### src/shared/mcw_pkg.sv
// constants, register map and field layout of the multi-counter watchdog control block
`default_nettype none
package mcw_pkg;
   // byte offsets of the registers
   localparam logic [7:0] OFF_CNT_LOW = 8'h00;
   localparam logic [7:0] OFF_CNT_HIGH = 8'h04;
   localparam logic [7:0] OFF_MATCH = 8'h08;
   localparam logic [7:0] OFF_CONFIG = 8'h0C;
   localparam logic [7:0] OFF_CTL = 8'h10;
   localparam logic [7:0] OFF_INTR = 8'h14;
   // configuration fields
   localparam int CFG_IRQ0 = 0;
   localparam int CFG_CLR0 = 2;
   localparam int CFG_CHAIN01 = 3;
   localparam int CFG_IRQ1 = 8;
   localparam int CFG_CLR1 = 10;
   localparam int CFG_CHAIN12 = 11;
   localparam int CFG_MODE2 = 16;
   localparam int CFG_BITS2_LSB = 24;
   localparam int BITS2_W = 5;
   localparam logic [31:0] CFG_WMASK = 32'h1F010F0F;
   localparam logic [31:0] CFG_RESET = 32'h00000000;
   localparam logic [31:0] MATCH_RESET = 32'h00000000;
   // control fields, one byte per counter
   localparam int CTL_STRIDE = 8;
   localparam int CTL_EN = 0;
   localparam int CTL_ENSTAT = 1;
   localparam int CTL_CLR = 3;
   localparam int CTL_LOCK_LSB = 30;
   localparam int NUM_CTR = 3;
   localparam logic [1:0] LOCK_NONE = 2'h0;
   localparam logic [1:0] LOCK_CLR_B0 = 2'h1;
   localparam logic [1:0] LOCK_CLR_B1 = 2'h2;
   localparam logic [1:0] LOCK_SET_ALL = 2'h3;
   // bus answers
   localparam logic [1:0] RESP_OKAY = 2'h0;
   localparam logic [1:0] RESP_SLVERR = 2'h2;
   // timing: low-frequency period derived into system clock cycles
   localparam int SYS_PERIOD_NS = 10;
   localparam int LF_PERIOD_NS = 30518;
   localparam int LF_DIV_CYCLES = LF_PERIOD_NS / SYS_PERIOD_NS;
   localparam int EN_SETTLE_TICKS = 2;
endpackage
`default_nettype wire

### src/hdl/mcw_short_ctr.sv
// one 16-bit watchdog counter with clear-on-compare and clear request
`default_nettype none
module mcw_short_ctr
   import mcw_pkg::*;
#(
   parameter int WIDTH = 16
) (
   input wire logic i_clk_sys,
   input wire logic i_resetn,
   input wire logic i_tick,
   input wire logic i_run,
   input wire logic i_step,
   input wire logic i_clear,
   input wire logic [WIDTH-1:0] i_cmp,
   input wire logic i_clr_on_cmp,
   output logic [WIDTH-1:0] o_count,
   output logic o_hit
);
   initial begin
      if (WIDTH < 1 || WIDTH > 32) $error("mcw_short_ctr: WIDTH out of range");
   end

   // compare match while the counter sits at its compare value
   assign o_hit = (o_count == i_cmp);

   // counting advances only on the slow tick
   always_ff @(posedge i_clk_sys) begin
      if (!i_resetn) begin
         o_count <= '0;
      end else if (i_tick) begin
         if (i_clear) begin
            o_count <= '0;
         end else if (i_run && i_step) begin
            if (o_hit && i_clr_on_cmp) begin
               o_count <= '0;
            end else begin
               o_count <= o_count + {{(WIDTH-1){1'b0}}, 1'b1};
            end
         end
      end
   end
endmodule
`default_nettype wire

### src/hdl/mcw_ctl.sv
// multi-counter watchdog: counters, enables, clears, write lock and chaining behind an axi4-lite slave
//
// Chosen here: the register addresses and the AXI4-Lite interface to the registers.
`default_nettype none
module mcw_ctl
   import mcw_pkg::*;
#(
   parameter int ADDR_W = 8,
   parameter int LF_DIV = LF_DIV_CYCLES
) (
   input wire logic i_clk_sys,
   input wire logic i_resetn,
   input wire logic i_s_axi_awvalid,
   output logic o_s_axi_awready,
   input wire logic [ADDR_W-1:0] i_s_axi_awaddr,
   input wire logic [2:0] i_s_axi_awprot,
   input wire logic i_s_axi_wvalid,
   output logic o_s_axi_wready,
   input wire logic [31:0] i_s_axi_wdata,
   input wire logic [3:0] i_s_axi_wstrb,
   output logic o_s_axi_bvalid,
   input wire logic i_s_axi_bready,
   output logic [1:0] o_s_axi_bresp,
   input wire logic i_s_axi_arvalid,
   output logic o_s_axi_arready,
   input wire logic [ADDR_W-1:0] i_s_axi_araddr,
   input wire logic [2:0] i_s_axi_arprot,
   output logic o_s_axi_rvalid,
   input wire logic i_s_axi_rready,
   output logic [31:0] o_s_axi_rdata,
   output logic [1:0] o_s_axi_rresp,
   output logic [NUM_CTR-1:0] o_counter_irq_flag,
   output logic [NUM_CTR-1:0] o_counter_enabled_status
);
   initial begin
      if (ADDR_W < 8) $error("mcw_ctl: ADDR_W below 8");
      if (LF_DIV < 2 || LF_DIV > 4095) $error("mcw_ctl: LF_DIV out of range");
   end

   logic [11:0] lf_div_cnt;
   logic lf_tick;
   logic aw_held;
   logic w_held;
   logic [7:0] aw_addr_q;
   logic [31:0] w_data_q;
   logic [3:0] w_strb_q;
   logic [31:0] wmask;
   logic wr_fire;
   logic wr_ok;
   logic [1:0] lock;
   logic locked;
   logic wr_cfg;
   logic wr_match;
   logic wr_ctl;
   logic wr_intr;
   logic [31:0] cfg;
   logic [31:0] cmp;
   logic [NUM_CTR-1:0] en_bit;
   logic [NUM_CTR-1:0] en_s1;
   logic [NUM_CTR-1:0] act_en;
   logic [NUM_CTR-1:0] clr_req;
   logic [NUM_CTR-1:0] clr_set;
   logic [NUM_CTR-1:0] irq_set;
   logic [NUM_CTR-1:0] irq_clr;
   logic [15:0] cnt0;
   logic [15:0] cnt1;
   logic [31:0] wide;
   logic [31:0] next_wide;
   logic hit0;
   logic hit1;
   logic hit0_q;
   logic hit1_q;
   logic step1;
   logic step2;
   logic [BITS2_W-1:0] bit_sel;
   logic toggle;
   logic [31:0] ctl_view;
   logic [31:0] next_rdata;
   logic next_rok;

   // slow tick: one-cycle enable pulse every LF_DIV system cycles
   always_ff @(posedge i_clk_sys) begin
      if (!i_resetn) begin
         lf_div_cnt <= '0;
      end else if (lf_div_cnt == 12'(LF_DIV - 1)) begin
         lf_div_cnt <= '0;
      end else begin
         lf_div_cnt <= lf_div_cnt + 12'h001;
      end
   end
   assign lf_tick = (lf_div_cnt == 12'(LF_DIV - 1));

   // write address and data are taken independently and held until both are present
   assign o_s_axi_awready = !aw_held && !o_s_axi_bvalid;
   assign o_s_axi_wready = !w_held && !o_s_axi_bvalid;
   assign wr_fire = aw_held && w_held && !o_s_axi_bvalid;
   always_ff @(posedge i_clk_sys) begin
      if (!i_resetn) begin
         aw_held <= 1'b0;
         w_held <= 1'b0;
         aw_addr_q <= 8'h00;
         w_data_q <= 32'h00000000;
         w_strb_q <= 4'h0;
         o_s_axi_bvalid <= 1'b0;
         o_s_axi_bresp <= RESP_OKAY;
      end else begin
         if (i_s_axi_awvalid && o_s_axi_awready) begin
            aw_held <= 1'b1;
            aw_addr_q <= i_s_axi_awaddr[7:0];
         end
         if (i_s_axi_wvalid && o_s_axi_wready) begin
            w_held <= 1'b1;
            w_data_q <= i_s_axi_wdata;
            w_strb_q <= i_s_axi_wstrb;
         end
         if (wr_fire) begin
            aw_held <= 1'b0;
            w_held <= 1'b0;
            o_s_axi_bvalid <= 1'b1;
            o_s_axi_bresp <= wr_ok ? RESP_OKAY : RESP_SLVERR;
         end else if (o_s_axi_bvalid && i_s_axi_bready) begin
            o_s_axi_bvalid <= 1'b0;
         end
      end
   end

   // write decode; protected registers drop the write while locked
   assign wmask = {{8{w_strb_q[3]}}, {8{w_strb_q[2]}}, {8{w_strb_q[1]}}, {8{w_strb_q[0]}}};
   assign locked = (lock != LOCK_NONE);
   always_comb begin
      wr_ok = 1'b1;
      if (aw_addr_q == OFF_CNT_LOW) begin
         wr_ok = 1'b1;
      end else if (aw_addr_q == OFF_CNT_HIGH) begin
         wr_ok = 1'b1;
      end else if (aw_addr_q == OFF_MATCH) begin
         wr_ok = 1'b1;
      end else if (aw_addr_q == OFF_CONFIG) begin
         wr_ok = 1'b1;
      end else if (aw_addr_q == OFF_CTL) begin
         wr_ok = 1'b1;
      end else if (aw_addr_q == OFF_INTR) begin
         wr_ok = 1'b1;
      end else begin
         wr_ok = 1'b0;
      end
   end
   assign wr_cfg = wr_fire && (aw_addr_q == OFF_CONFIG) && !locked;
   assign wr_match = wr_fire && (aw_addr_q == OFF_MATCH) && !locked;
   assign wr_ctl = wr_fire && (aw_addr_q == OFF_CTL) && !locked;
   assign wr_intr = wr_fire && (aw_addr_q == OFF_INTR);

   // configuration and compare registers
   always_ff @(posedge i_clk_sys) begin
      if (!i_resetn) begin
         cfg <= CFG_RESET;
         cmp <= MATCH_RESET;
      end else begin
         if (wr_cfg) begin
            cfg <= ((cfg & ~wmask) | (w_data_q & wmask)) & CFG_WMASK;
         end
         if (wr_match) begin
            cmp <= (cmp & ~wmask) | (w_data_q & wmask);
         end
      end
   end

   // lock field: clear-by-code, set-both, ignores lock state itself
   always_ff @(posedge i_clk_sys) begin
      if (!i_resetn) begin
         lock <= LOCK_NONE;
      end else if (wr_fire && (aw_addr_q == OFF_CTL) && w_strb_q[3]) begin
         case (w_data_q[CTL_LOCK_LSB +: 2])
            LOCK_CLR_B0: lock[0] <= 1'b0;
            LOCK_CLR_B1: lock[1] <= 1'b0;
            LOCK_SET_ALL: lock <= LOCK_SET_ALL;
            default: lock <= lock;
         endcase
      end
   end

   // enable bits, their two-tick settling pipeline and clear requests
   always_comb begin
      for (int i = 0; i < NUM_CTR; i++) begin
         clr_set[i] = wr_ctl && w_strb_q[(i*CTL_STRIDE)/8] && w_data_q[i*CTL_STRIDE + CTL_CLR];
      end
   end
   always_ff @(posedge i_clk_sys) begin
      if (!i_resetn) begin
         en_bit <= '0;
         en_s1 <= '0;
         act_en <= '0;
         clr_req <= '0;
      end else begin
         for (int i = 0; i < NUM_CTR; i++) begin
            if (wr_ctl && w_strb_q[(i*CTL_STRIDE)/8]) begin
               en_bit[i] <= w_data_q[i*CTL_STRIDE + CTL_EN];
            end
            if (clr_set[i]) begin
               clr_req[i] <= 1'b1;
            end else if (lf_tick) begin
               clr_req[i] <= 1'b0;
            end
         end
         if (lf_tick) begin
            en_s1 <= en_bit;
            act_en <= en_s1;
         end
      end
   end
   assign o_counter_enabled_status = act_en;

   // the two short counters; chained upper steps on the delayed prescaler match
   assign step1 = cfg[CFG_CHAIN01] ? hit0_q : 1'b1;
   assign step2 = cfg[CFG_CHAIN12] ? hit1_q : 1'b1;
   mcw_short_ctr #(.WIDTH(16)) u_first (
      .i_clk_sys(i_clk_sys),
      .i_resetn(i_resetn),
      .i_tick(lf_tick),
      .i_run(act_en[0]),
      .i_step(1'b1),
      .i_clear(clr_req[0]),
      .i_cmp(cmp[15:0]),
      .i_clr_on_cmp(cfg[CFG_CLR0]),
      .o_count(cnt0),
      .o_hit(hit0)
   );
   mcw_short_ctr #(.WIDTH(16)) u_second (
      .i_clk_sys(i_clk_sys),
      .i_resetn(i_resetn),
      .i_tick(lf_tick),
      .i_run(act_en[1]),
      .i_step(step1),
      .i_clear(clr_req[1]),
      .i_cmp(cmp[31:16]),
      .i_clr_on_cmp(cfg[CFG_CLR1]),
      .o_count(cnt1),
      .o_hit(hit1)
   );

   // match seen at one tick feeds the upper counter at the next; a clear does not cancel it
   always_ff @(posedge i_clk_sys) begin
      if (!i_resetn) begin
         hit0_q <= 1'b0;
         hit1_q <= 1'b0;
      end else if (lf_tick) begin
         hit0_q <= hit0 && act_en[0];
         hit1_q <= hit1 && act_en[1] && step1;
      end
   end

   // wide counter and its toggle watch
   assign next_wide = wide + 32'h00000001;
   assign bit_sel = cfg[CFG_BITS2_LSB +: BITS2_W];
   assign toggle = wide[bit_sel] ^ next_wide[bit_sel];
   always_ff @(posedge i_clk_sys) begin
      if (!i_resetn) begin
         wide <= 32'h00000000;
      end else if (lf_tick) begin
         if (clr_req[2]) begin
            wide <= 32'h00000000;
         end else if (act_en[2] && step2) begin
            wide <= next_wide;
         end
      end
   end

   // sticky flags: set wins over a software write of 1
   assign irq_set[0] = lf_tick && act_en[0] && !clr_req[0] && hit0 && cfg[CFG_IRQ0];
   assign irq_set[1] = lf_tick && act_en[1] && !clr_req[1] && hit1 && step1 && cfg[CFG_IRQ1];
   assign irq_set[2] = lf_tick && act_en[2] && !clr_req[2] && step2 && cfg[CFG_MODE2] && toggle;
   assign irq_clr = (wr_intr && w_strb_q[0]) ? w_data_q[NUM_CTR-1:0] : '0;
   always_ff @(posedge i_clk_sys) begin
      if (!i_resetn) begin
         o_counter_irq_flag <= '0;
      end else begin
         o_counter_irq_flag <= irq_set | (o_counter_irq_flag & ~irq_clr);
      end
   end

   // control view with live status bits
   always_comb begin
      ctl_view = 32'h00000000;
      for (int i = 0; i < NUM_CTR; i++) begin
         ctl_view[i*CTL_STRIDE + CTL_EN] = en_bit[i];
         ctl_view[i*CTL_STRIDE + CTL_ENSTAT] = act_en[i];
         ctl_view[i*CTL_STRIDE + CTL_CLR] = clr_req[i];
      end
      ctl_view[CTL_LOCK_LSB +: 2] = lock;
   end

   // read decode
   always_comb begin
      next_rdata = 32'h00000000;
      next_rok = 1'b1;
      if (i_s_axi_araddr[7:0] == OFF_CNT_LOW) begin
         next_rdata = {cnt1, cnt0};
      end else if (i_s_axi_araddr[7:0] == OFF_CNT_HIGH) begin
         next_rdata = wide;
      end else if (i_s_axi_araddr[7:0] == OFF_MATCH) begin
         next_rdata = cmp;
      end else if (i_s_axi_araddr[7:0] == OFF_CONFIG) begin
         next_rdata = cfg;
      end else if (i_s_axi_araddr[7:0] == OFF_CTL) begin
         next_rdata = ctl_view;
      end else if (i_s_axi_araddr[7:0] == OFF_INTR) begin
         next_rdata = {{(32-NUM_CTR){1'b0}}, o_counter_irq_flag};
      end else begin
         next_rok = 1'b0;
      end
   end
   assign o_s_axi_arready = !o_s_axi_rvalid;
   always_ff @(posedge i_clk_sys) begin
      if (!i_resetn) begin
         o_s_axi_rvalid <= 1'b0;
         o_s_axi_rdata <= 32'h00000000;
         o_s_axi_rresp <= RESP_OKAY;
      end else if (i_s_axi_arvalid && o_s_axi_arready) begin
         o_s_axi_rvalid <= 1'b1;
         o_s_axi_rdata <= next_rdata;
         o_s_axi_rresp <= next_rok ? RESP_OKAY : RESP_SLVERR;
      end else if (o_s_axi_rvalid && i_s_axi_rready) begin
         o_s_axi_rvalid <= 1'b0;
      end
   end
endmodule
`default_nettype wire

### config.mk
export PLATFORM = sky130hd
export DESIGN_NAME = mcw_ctl
export DESIGN_NICKNAME = d
export VERILOG_FILES = /design/src/shared/mcw_pkg.sv /design/src/hdl/mcw_short_ctr.sv /design/src/hdl/mcw_ctl.sv
export SDC_FILE = /design/constraint.sdc
export NUM_CORES = 1
export LEC_CHECK = 0
export BUFFER_PORTS_ARGS = -buffer_cell sky130_fd_sc_hd__buf_4
export CORE_MARGIN = 3
export CORE_UTILIZATION = 55
export DETAILED_ROUTE_END_ITERATION = 7
export PLACE_DENSITY = 0.75
export SLEW_MARGIN = 10
export SYNTH_ARGS = -nofsm -noshare
export SYNTH_HDL_FRONTEND = slang
export SYNTH_SLANG_ARGS = --single-unit
### constraint.sdc
create_clock -name i_clk_sys -period 3.4 [get_ports i_clk_sys]
set_input_delay 0.17 -clock i_clk_sys [delete_from_list [all_inputs] [get_ports i_clk_sys]]
set_output_delay 0.17 -clock i_clk_sys [all_outputs]
set_load 0.01 [all_outputs]
# Yosys cells after proc, flatten, opt, wreduce, memory -nomap -nowiden
# Index checks and enable logic that the tools add are counted.
# totals
reg_bits,225
in_bits,65
output_inout_bits,47
word_cells,179
# classes
n_addsub,4
magnitude_cmp,1
eq_ne,16
mux,45
bitwise_logic,11
reduce_logical,73
# op_table
cell,count
32-bit 2-to-1 mux,7
16-bit 2-to-1 mux,6
32-bit AND,2
1-bit logical AND,45
"16-bit by 1-bit adder with 16-bit output, second input constant",2
"32-bit by 1-bit adder with 32-bit output, second input constant",1
16-bit equality test,2
"8-bit by 4-bit equality test with 1-bit output, second input constant",4
"8-bit by 5-bit equality test with 1-bit output, second input constant",4
32-bit inverter,1
32-bit bitwise OR,1
29-bit AND,1
29-bit bitwise OR,1
1-bit 2-to-1 mux,24
2-bit nonzero test,11
"8-bit by 3-bit equality test with 1-bit output, second input constant",2
8-bit zero test,2
"12-bit by 1-bit adder with 12-bit output, second input constant",1
"12-bit equality test, second input constant",1
1-bit binary-select mux with 5-bit select,2
2-bit AND reduction,5
1-bit zero test,8
"5-bit by 6-bit < comparator with 1-bit output, second input constant",1
3-bit 2-to-1 mux,2
10 further kinds,14

# Logic depth before layout (Yosys ltp)
# Gate-level depths: netlist of run 1.
# logic_depth
word_depth,8
depth_mapped,11
ltp_nobuf,10

# Modules after synthesis
# From an unflattened synthesis of run 1, not the netlist that was laid out.
# unflattened
hier_cells,1426
area_unflattened_um2,11409.7
# by_module_without_submodules
mod,n_inst,cells_each,area_each_um2,seq_area_each_um2
mcw_ctl,1,1216,9485.3,3823.7
mcw_short_ctr,2,105,962.2,320.3

# Least setup slack after synthesis of run 1
# No wires, ideal clock.
# synth_timing
path_kind,register -> register
from,reg wide[0]
to,reg o_counter_irq_flag[2]
setup_ns,0.128
arrival_time_ns,2.461
required_time_ns,3.272
slack_ns,0.811
stages_incl_launch_ff,11
n_path_buf,0
period_less_slack_ns,2.589
path_cell_list,dfxtp_1 > ha_1 > and3_2 > nand3_4 > or4_4 > xor2_1 > a221oi_2 > nand2_1 > and4_2 > o21ai_1 > o211ai_1
# synth_between
elab_chain_len,6
elab_cells_between_ends,8
# synth_lines
item,line,text
start: declaration,mcw_ctl.sv:67,logic [31:0] wide;
start signal: assignment,mcw_ctl.sv:263,wide <= next_wide;
32-bit by 1-bit adder with 32-bit output,mcw_ctl.sv:253,assign next_wide = wide + 32'h00000001;
1-bit binary-select mux with 5-bit select,mcw_ctl.sv:255,assign toggle = wide[bit_sel] ^ next_wide[bit_sel];
1-bit 2-to-1 mux (implied by the code),mcw_ctl.sv:255,
1-bit XOR (*),mcw_ctl.sv:255,
1-bit logical AND (*),mcw_ctl.sv:271,assign irq_set[2] = lf_tick && act_en[2] && !clr_req[2] && step2 && cfg[CFG_MODE2] && toggle;
3-bit bitwise OR (*),mcw_ctl.sv:277,o_counter_irq_flag <= irq_set | (o_counter_irq_flag & ~irq_clr);
end signal: assignment,mcw_ctl.sv:277,
end: declaration,mcw_ctl.sv:32,"output logic [NUM_CTR-1:0] o_counter_irq_flag,"
# Mark *: on every way between the ends. The rest lies on a longest branch, timed or not. The select of a mux whose other input is x is not followed.
# A chain may end at the register's enable or synchronous reset.

# Worst setup path after layout of run 1
# Ends and elaborated chain as after synthesis.

==> results of run 1 <==
[tightest hold or removal path, cell delays in order]
cell,delay (ns)
buf_4,0.09
nand2_1,0.16
nand2_1,0.11
a21boi_0,0.06
[report_power, final]
group          switching [W]  leakage, nW  internal, W
logic               0.000201         2.70     0.000184
clock network        0.00113        0.423      0.00173
registers          0.0000500         1.81      0.00267
[worst max-delay path by stage]
stage | start | end
after floorplan | wide[0] | o_counter_irq_flag[2]
after global placement | wide[0] | o_counter_irq_flag[2]
after detailed placement | wide[0] | o_counter_irq_flag[2]
after CTS | wide[0] | o_counter_irq_flag[2]
after global routing | wide[0] | o_counter_irq_flag[2]
final | wide[0] | o_counter_irq_flag[2]
[metal layers]
metal	routed length, microns	up-vias	GRT usage, %
met3	2749	87	5.379
li1	-	5348	-
met1	14950	5230	39.21
met5	0	-	0
met4	1476	0	11.37
met2	15840	449	46.20
[what timing repair did]
item                      CTS  global route
hold endpoints to repair   46             0
hold buffers               47             0
setup buffers               0             0
[cell type report]
class,instances,area [sq um],share of cell area (%)
inverter,11,41.29,0.2920
tap,275,344.1,2.434
timing repair buffer,182,1496,10.58
sequential,223,4464,31.58
clock inverter,14,200.2,1.416
clock buffer,30,674.4,4.770
multi-input combinational,1137,6918,48.93
[stage by stage]
| stage | std cells | hold slack [ns] | total power, W | util (%) |
|---|---|---|---|---|
| finish | 1872 | 0.1044 | 0.005961 | 66.84 |
| global route | 1872 | 0.1366 | 0.006154 | 66.84 |
| detailed placement | 1781 | 0.4135 | 0.003110 | 60.48 |
| CTS | 1872 | 0.07300 | 0.005999 | 66.84 |
| floorplan | 1480 | 0.3078 | 0.002971 | - |
| global placement | 1781 | 0.4108 | 0.003104 | 60.48 |
[cells by family (layout without fill, tap and decap cells)]
family,Yosys count,count (layout)
adders and majority gates,5,5
DFF,223,223
buffers and inverters,120,237
other,1,2
muxes,46,46
and+or+nand+nor,681,681
AOI/OAI and AO/OA,325,325
xor gates and xnor gates,78,78
[cell usage in the layout, fill, tap and decap left out, types with 6 or more instances in the layout]
cell type,synthesis,routed
nor3_1,37,37
inv_1,11,11
mux2i_1,24,24
mux4_2,17,17
or3_1,13,13
a21oi_1,22,22
xor2_1,22,22
nand3_1,82,82
nor2_1,76,75
dlygate4sd3_1,0,47
nand4_1,25,25
nand2_1,331,331
o21a_1,27,27
o211ai_1,6,6
nor3b_1,12,12
nor2b_1,14,13
and2_1,19,19
a221oi_1,10,10
nor4_1,9,9
clkbuf_16,0,25
and4_1,7,7
and3_1,19,19
dfxtp_1,223,223
a21boi_0,166,166
o21ai_0,62,62
nand3b_1,9,9
nand2b_1,6,6
buf_4,10,134
xnor2_1,56,56
==> results.sh, run 1 <==
export IMPL_crit_path_end_kind="flop"
export IMPL_grt_antenna_before_repair=0
export IMPL_hpwl_microns=24350
export IMPL_min_to="aw_addr_q[7]"
export IMPL_start_util_pct=56.38
export IMPL_die_area_sq_mm=0.02349
export IMPL_synth_cell_type_count=67
export IMPL_synth_most_common_cell="nand2_1"
export IMPL_maxSlewHeadroom_pct=20.93
export IMPL_r2r_end="o_counter_irq_flag[2]"
export IMPL_slowest_stage="or3_2"
export IMPL_row_count=53
export IMPL_first_pass_iters=7
export IMPL_synthMuxAreaShare_pct=5.948
export IMPL_synth_flop_cell="dfxtp_1"
export IMPL_grt_max_degree=84
export IMPL_yosysSeqAreaShare_pct=37.43
export IMPL_grt_setup_unrepaired="no"
export IMPL_numCtsBuffers=25
export IMPL_hold_path_depth=4
export IMPL_hold_violations=0
export IMPL_slowest_delay_ns=0.55
export IMPL_area_growth_pct=18.55
export IMPL_synth_area_top_cells="dfxtp_1, a21boi_0, nand2_1, xnor2_1, nand3_1"
export IMPL_vias=11110
export IMPL_vdd_drop_max_mv=0.3441
export IMPL_crit_type="flop to flop"
export IMPL_synth_simple_gate_area_share_pct=26.74
export IMPL_r2r_start="wide[0]"
export IMPL_netlist_area_sq_mm=0.01193
export IMPL_hold_start="i_s_axi_awvalid"
export IMPL_synth_common_cells="nand2_1, dfxtp_1, a21boi_0"
export IMPL_die_w_microns=153.3
export IMPL_detail_route_antenna_nets=0
export IMPL_portBuffers=103
export IMPL_crit_cells=10
export IMPL_route_detailed_drc=0
export IMPL_ctsResizeCount=0
export IMPL_synth_compound_area_share_pct=18.96
export IMPL_rr_worst_depth=10
export IMPL_power_leakage_nw=4.932
export IMPL_wl_per_cell_microns=18.71
export IMPL_clockRootBuffer="clkbuf_16"
export IMPL_finalCriticalPeriod_ns=3.032
export IMPL_synthArstFlopShare_pct=0
export IMPL_synth_ff_latch_count=223
export IMPL_clk_pin_slew_worst_paths_ns=0.07
export IMPL_syn_instance_count=1479
export IMPL_via_per_inst=5.937
export IMPL_hold_class="input pin to flop"
export IMPL_crit_arrival_ns=3.45
export IMPL_fin_nets=1650
export IMPL_worst_pin_slew_ns=1.183
export IMPL_finalSetupViolCount=0
export IMPL_synth_top_family_by_area="simple AND/OR/NAND/NOR gates"
export IMPL_place_worst_setup_slack_ns=0.4900
export IMPL_power_density_mw_per_mm2=421.6
export IMPL_grt_ovfl_total=0
export IMPL_grt_pass1_wl_microns=56060
export IMPL_cap_violations=0
export IMPL_reg2reg_slack_ns=0.37
export IMPL_fin_setup_tns_ns=0
export IMPL_gp_congestion=0.9640
export IMPL_grt_pass1_vias=10420
export IMPL_numClockSinks=223
export IMPL_cp_top_family="simple AND/OR/NAND/NOR gates"
export IMPL_io_pins=112
export IMPL_synth_top_area_share_pct=37.43
export IMPL_finalMaxSlewViolations=0
export IMPL_drt_iter0_markers=997
export IMPL_clock_latency_ns=0.54
export IMPL_min_period_over_period_pct=89.16
export IMPL_cts_tree="built"
export IMPL_worstPathRequired_ns=3.82
export IMPL_core_sq_mm=0.02115
export IMPL_design_area_sq_mm=0.01414
export IMPL_die_h_microns=153.3
export IMPL_ctsLongestPathBuffers=3
export IMPL_htreeDepth=1
export IMPL_synth_adder_area_share_pct=0.5245
export IMPL_clock_fmax_mhz=329.9
export IMPL_cp_start_kind="flop"
export IMPL_wirelength_microns=35020
export IMPL_path_cells="ha_1, and3_2, nand3_4, or3_2, xor2_1, a22oi_1, a211oi_1, a311oi_1, o21ai_1, o211ai_1"
export IMPL_synth_xor_area_share_pct=5.728
export IMPL_synth_area_leader_cell="dfxtp_1"
export IMPL_run_status="complete, no violations"
export IMPL_drive_gt1_share_pct=13.27
export IMPL_antenna_cells=0
export IMPL_track_usage_pct=29.01
export IMPL_fin_skew_ns=0.007794
export IMPL_setup_ws_ns=0.3684
export IMPL_crit_buf_inv=0
export IMPL_nFillCells=1769
export IMPL_dpl_cell_area_sq_mm=0.01279
export IMPL_ys_warn_count=0
export IMPL_syn_area_per_cell_sq_um=8.064
export IMPL_synth_edf_count=0
export IMPL_cp_max_fo=9
Power figures use the tool's default switching activity.
==> run 2: changes to the inputs <==
==> constraint.sdc (replaced) <==
create_clock -name i_clk_sys -period 3.4 [get_ports i_clk_sys]
set_input_delay 0.68 -clock i_clk_sys [delete_from_list [all_inputs] [get_ports i_clk_sys]]
set_output_delay 0.68 -clock i_clk_sys [all_outputs]
set_load 0.01 [all_outputs]
==> results.sh, run 2 (same netlist as run 1, synthesis figures left out) <==
export IMPL_fin_setup_tns_ns=0
export IMPL_numClockSinks=223
export IMPL_clockRootBuffer="clkbuf_16"
export IMPL_clock_fmax_mhz=334.8
export IMPL_grt_max_degree=70
export IMPL_antenna_cells=0
export IMPL_drive_gt1_share_pct=13.48
export IMPL_finalMaxSlewViolations=0
export IMPL_grt_setup_unrepaired="no"
export IMPL_crit_path_end_kind="flop"
export IMPL_total_power_w=0.005822
export IMPL_htreeDepth=1
export IMPL_worstPathRequired_ns=3.82
export IMPL_layout_commonest_cell="nand2_1"
export IMPL_slowest_delay_ns=0.59
export IMPL_worst_pin_slew_ns=0.8427
export IMPL_post_cts_buffers=0
export IMPL_final_cell_mix="nand2_1, dfxtp_1, a21boi_0, buf_4, nand3_1"
export IMPL_drt_iter0_markers=836
export IMPL_gp_congestion=0.9553
export IMPL_grt_ovfl_total=0
export IMPL_hpwl_microns=24170
export IMPL_power_leakage_nw=4.726
export IMPL_hold_class="input pin to flop"
export IMPL_slowest_stage="or4_4"
export IMPL_power_density_mw_per_mm2=427.1
export IMPL_crit_type="flop to flop"
export IMPL_maxSlewHeadroom_pct=43.68
export IMPL_vdd_drop_max_mv=0.4144
export IMPL_grt_antenna_before_repair=0
export IMPL_route_detailed_drc=0
export IMPL_cts_tree="built"
export IMPL_cap_violations=0
export IMPL_grt_pass1_vias=9957
export IMPL_io_pins=112
export IMPL_crit_buf_inv=0
export IMPL_first_pass_iters=6
export IMPL_cp_max_fo=9
export IMPL_wl_per_cell_microns=18.21
export IMPL_fin_nets=1601
export IMPL_path_cells="ha_1, and3_2, nand3_4, or4_4, xor2_1, a221oi_2, nand2_1, and4_2, o21ai_1, o211ai_1"
export IMPL_run_status="complete, no violations"
export IMPL_clk_pin_slew_worst_paths_ns=0.06
export IMPL_detail_route_antenna_nets=0
export IMPL_area_growth_pct=14.28
export IMPL_finalSetupViolCount=0
export IMPL_numCtsBuffers=25
export IMPL_crit_arrival_ns=3.40
export IMPL_ctsResizeCount=0
export IMPL_hold_buffers=0
export IMPL_min_period_over_period_pct=87.84
export IMPL_final_core_util_pct=64.43
export IMPL_finalCriticalPeriod_ns=2.987
export IMPL_die_h_microns=153.3
export IMPL_wirelength_microns=33240
export IMPL_design_area_sq_mm=0.01363
export IMPL_cp_top_family="simple AND/OR/NAND/NOR gates"
export IMPL_grt_pass1_wl_microns=52950
export IMPL_cp_start_kind="flop"
export IMPL_hold_violations=0
export IMPL_start_util_pct=56.38
export IMPL_via_per_inst=5.951
export IMPL_portBuffers=103
export IMPL_vias=10860
export IMPL_ctsLongestPathBuffers=3
export IMPL_row_count=53
export IMPL_dpl_cell_area_sq_mm=0.01278
export IMPL_die_area_sq_mm=0.02349
export IMPL_core_sq_mm=0.02115
export IMPL_fin_skew_ns=0.008503
export IMPL_holdWs_ns=0.3998
export IMPL_die_w_microns=153.3
export IMPL_clock_latency_ns=0.54
export IMPL_track_usage_pct=27.14
[run 2: cell count changes in the layout (fill, tap and decap cells not counted), sizes merged]
| cell | delta |
|---|---|
| clkinvlp | -3 |
| clkbuf | +7 |
| dlygate4sd3 | -47 |
| bufinv | -2 |
| buf | -2 |
[run 2: cell type report]
type | count | area, sq um
fillers | 1865 | 7525
clock buffers | 37 | 740.7
well taps | 275 | 344.1
flip-flops and latches | 223 | 4464
multi-input cells | 1137 | 6918
clock inverters | 9 | 110.1
repair buffers | 133 | 1011
inverters | 11 | 41.29
[run 2: power by group]
group | leakage [nW] | total, W | internal (W) | switching (W)
combinational | 2.49 | 0.000338 | 0.000152 | 0.000186
sequential | 1.81 | 0.00272 | 0.00267 | 0.0000501
clock | 0.426 | 0.00277 | 0.00166 | 0.00110
total | 4.73 | 0.00582 | 0.00448 | 0.00134
[run 2: metal layers]
| layer | vias up | part of all wire, % | GRT usage [%] | routed length [microns] |
|---|---|---|---|---|
| li1 | 5253 | - | - | - |
| met1 | 5125 | 43 | 37.72 | 14400 |
| met2 | 413 | 46 | 43.83 | 15370 |
| met3 | 70 | 7.7 | 4.700 | 2550 |
| met4 | 0 | 2.8 | 7.425 | 917 |
| met5 | - | 0 | 0 | 0 |
[run 2: path summary, 6_finish.rpt]
path / start / to / slack (ns) / cells after the start
worst max register to register: wide[1] / o_counter_irq_flag[2] / 0.41 / 10
worst max-delay path: wide[1] / o_counter_irq_flag[2] / 0.41 / 10
worst min register to register: aw_addr_q[5] / aw_addr_q[5] / 0.46 / 2
worst min-delay path: i_s_axi_wdata[17] / w_data_q[17] / 0.40 / 3
[run 2: worst min-delay path, cell delays in order]
cell	delay, ns
buf_4	0.11
nand2_1	0.04
a21boi_0	0.06
[run 2: per-stage QoR]
| step | worst slack [ns] | instances |
|---|---|---|
| floorplan | 0.8114 | 1480 |
| global placement | 0.5378 | 1779 |
| detailed placement | 0.4979 | 1779 |
| CTS | 0.4843 | 1825 |
| global route | 0.1636 | 1825 |
| finish | 0.4135 | 1825 |
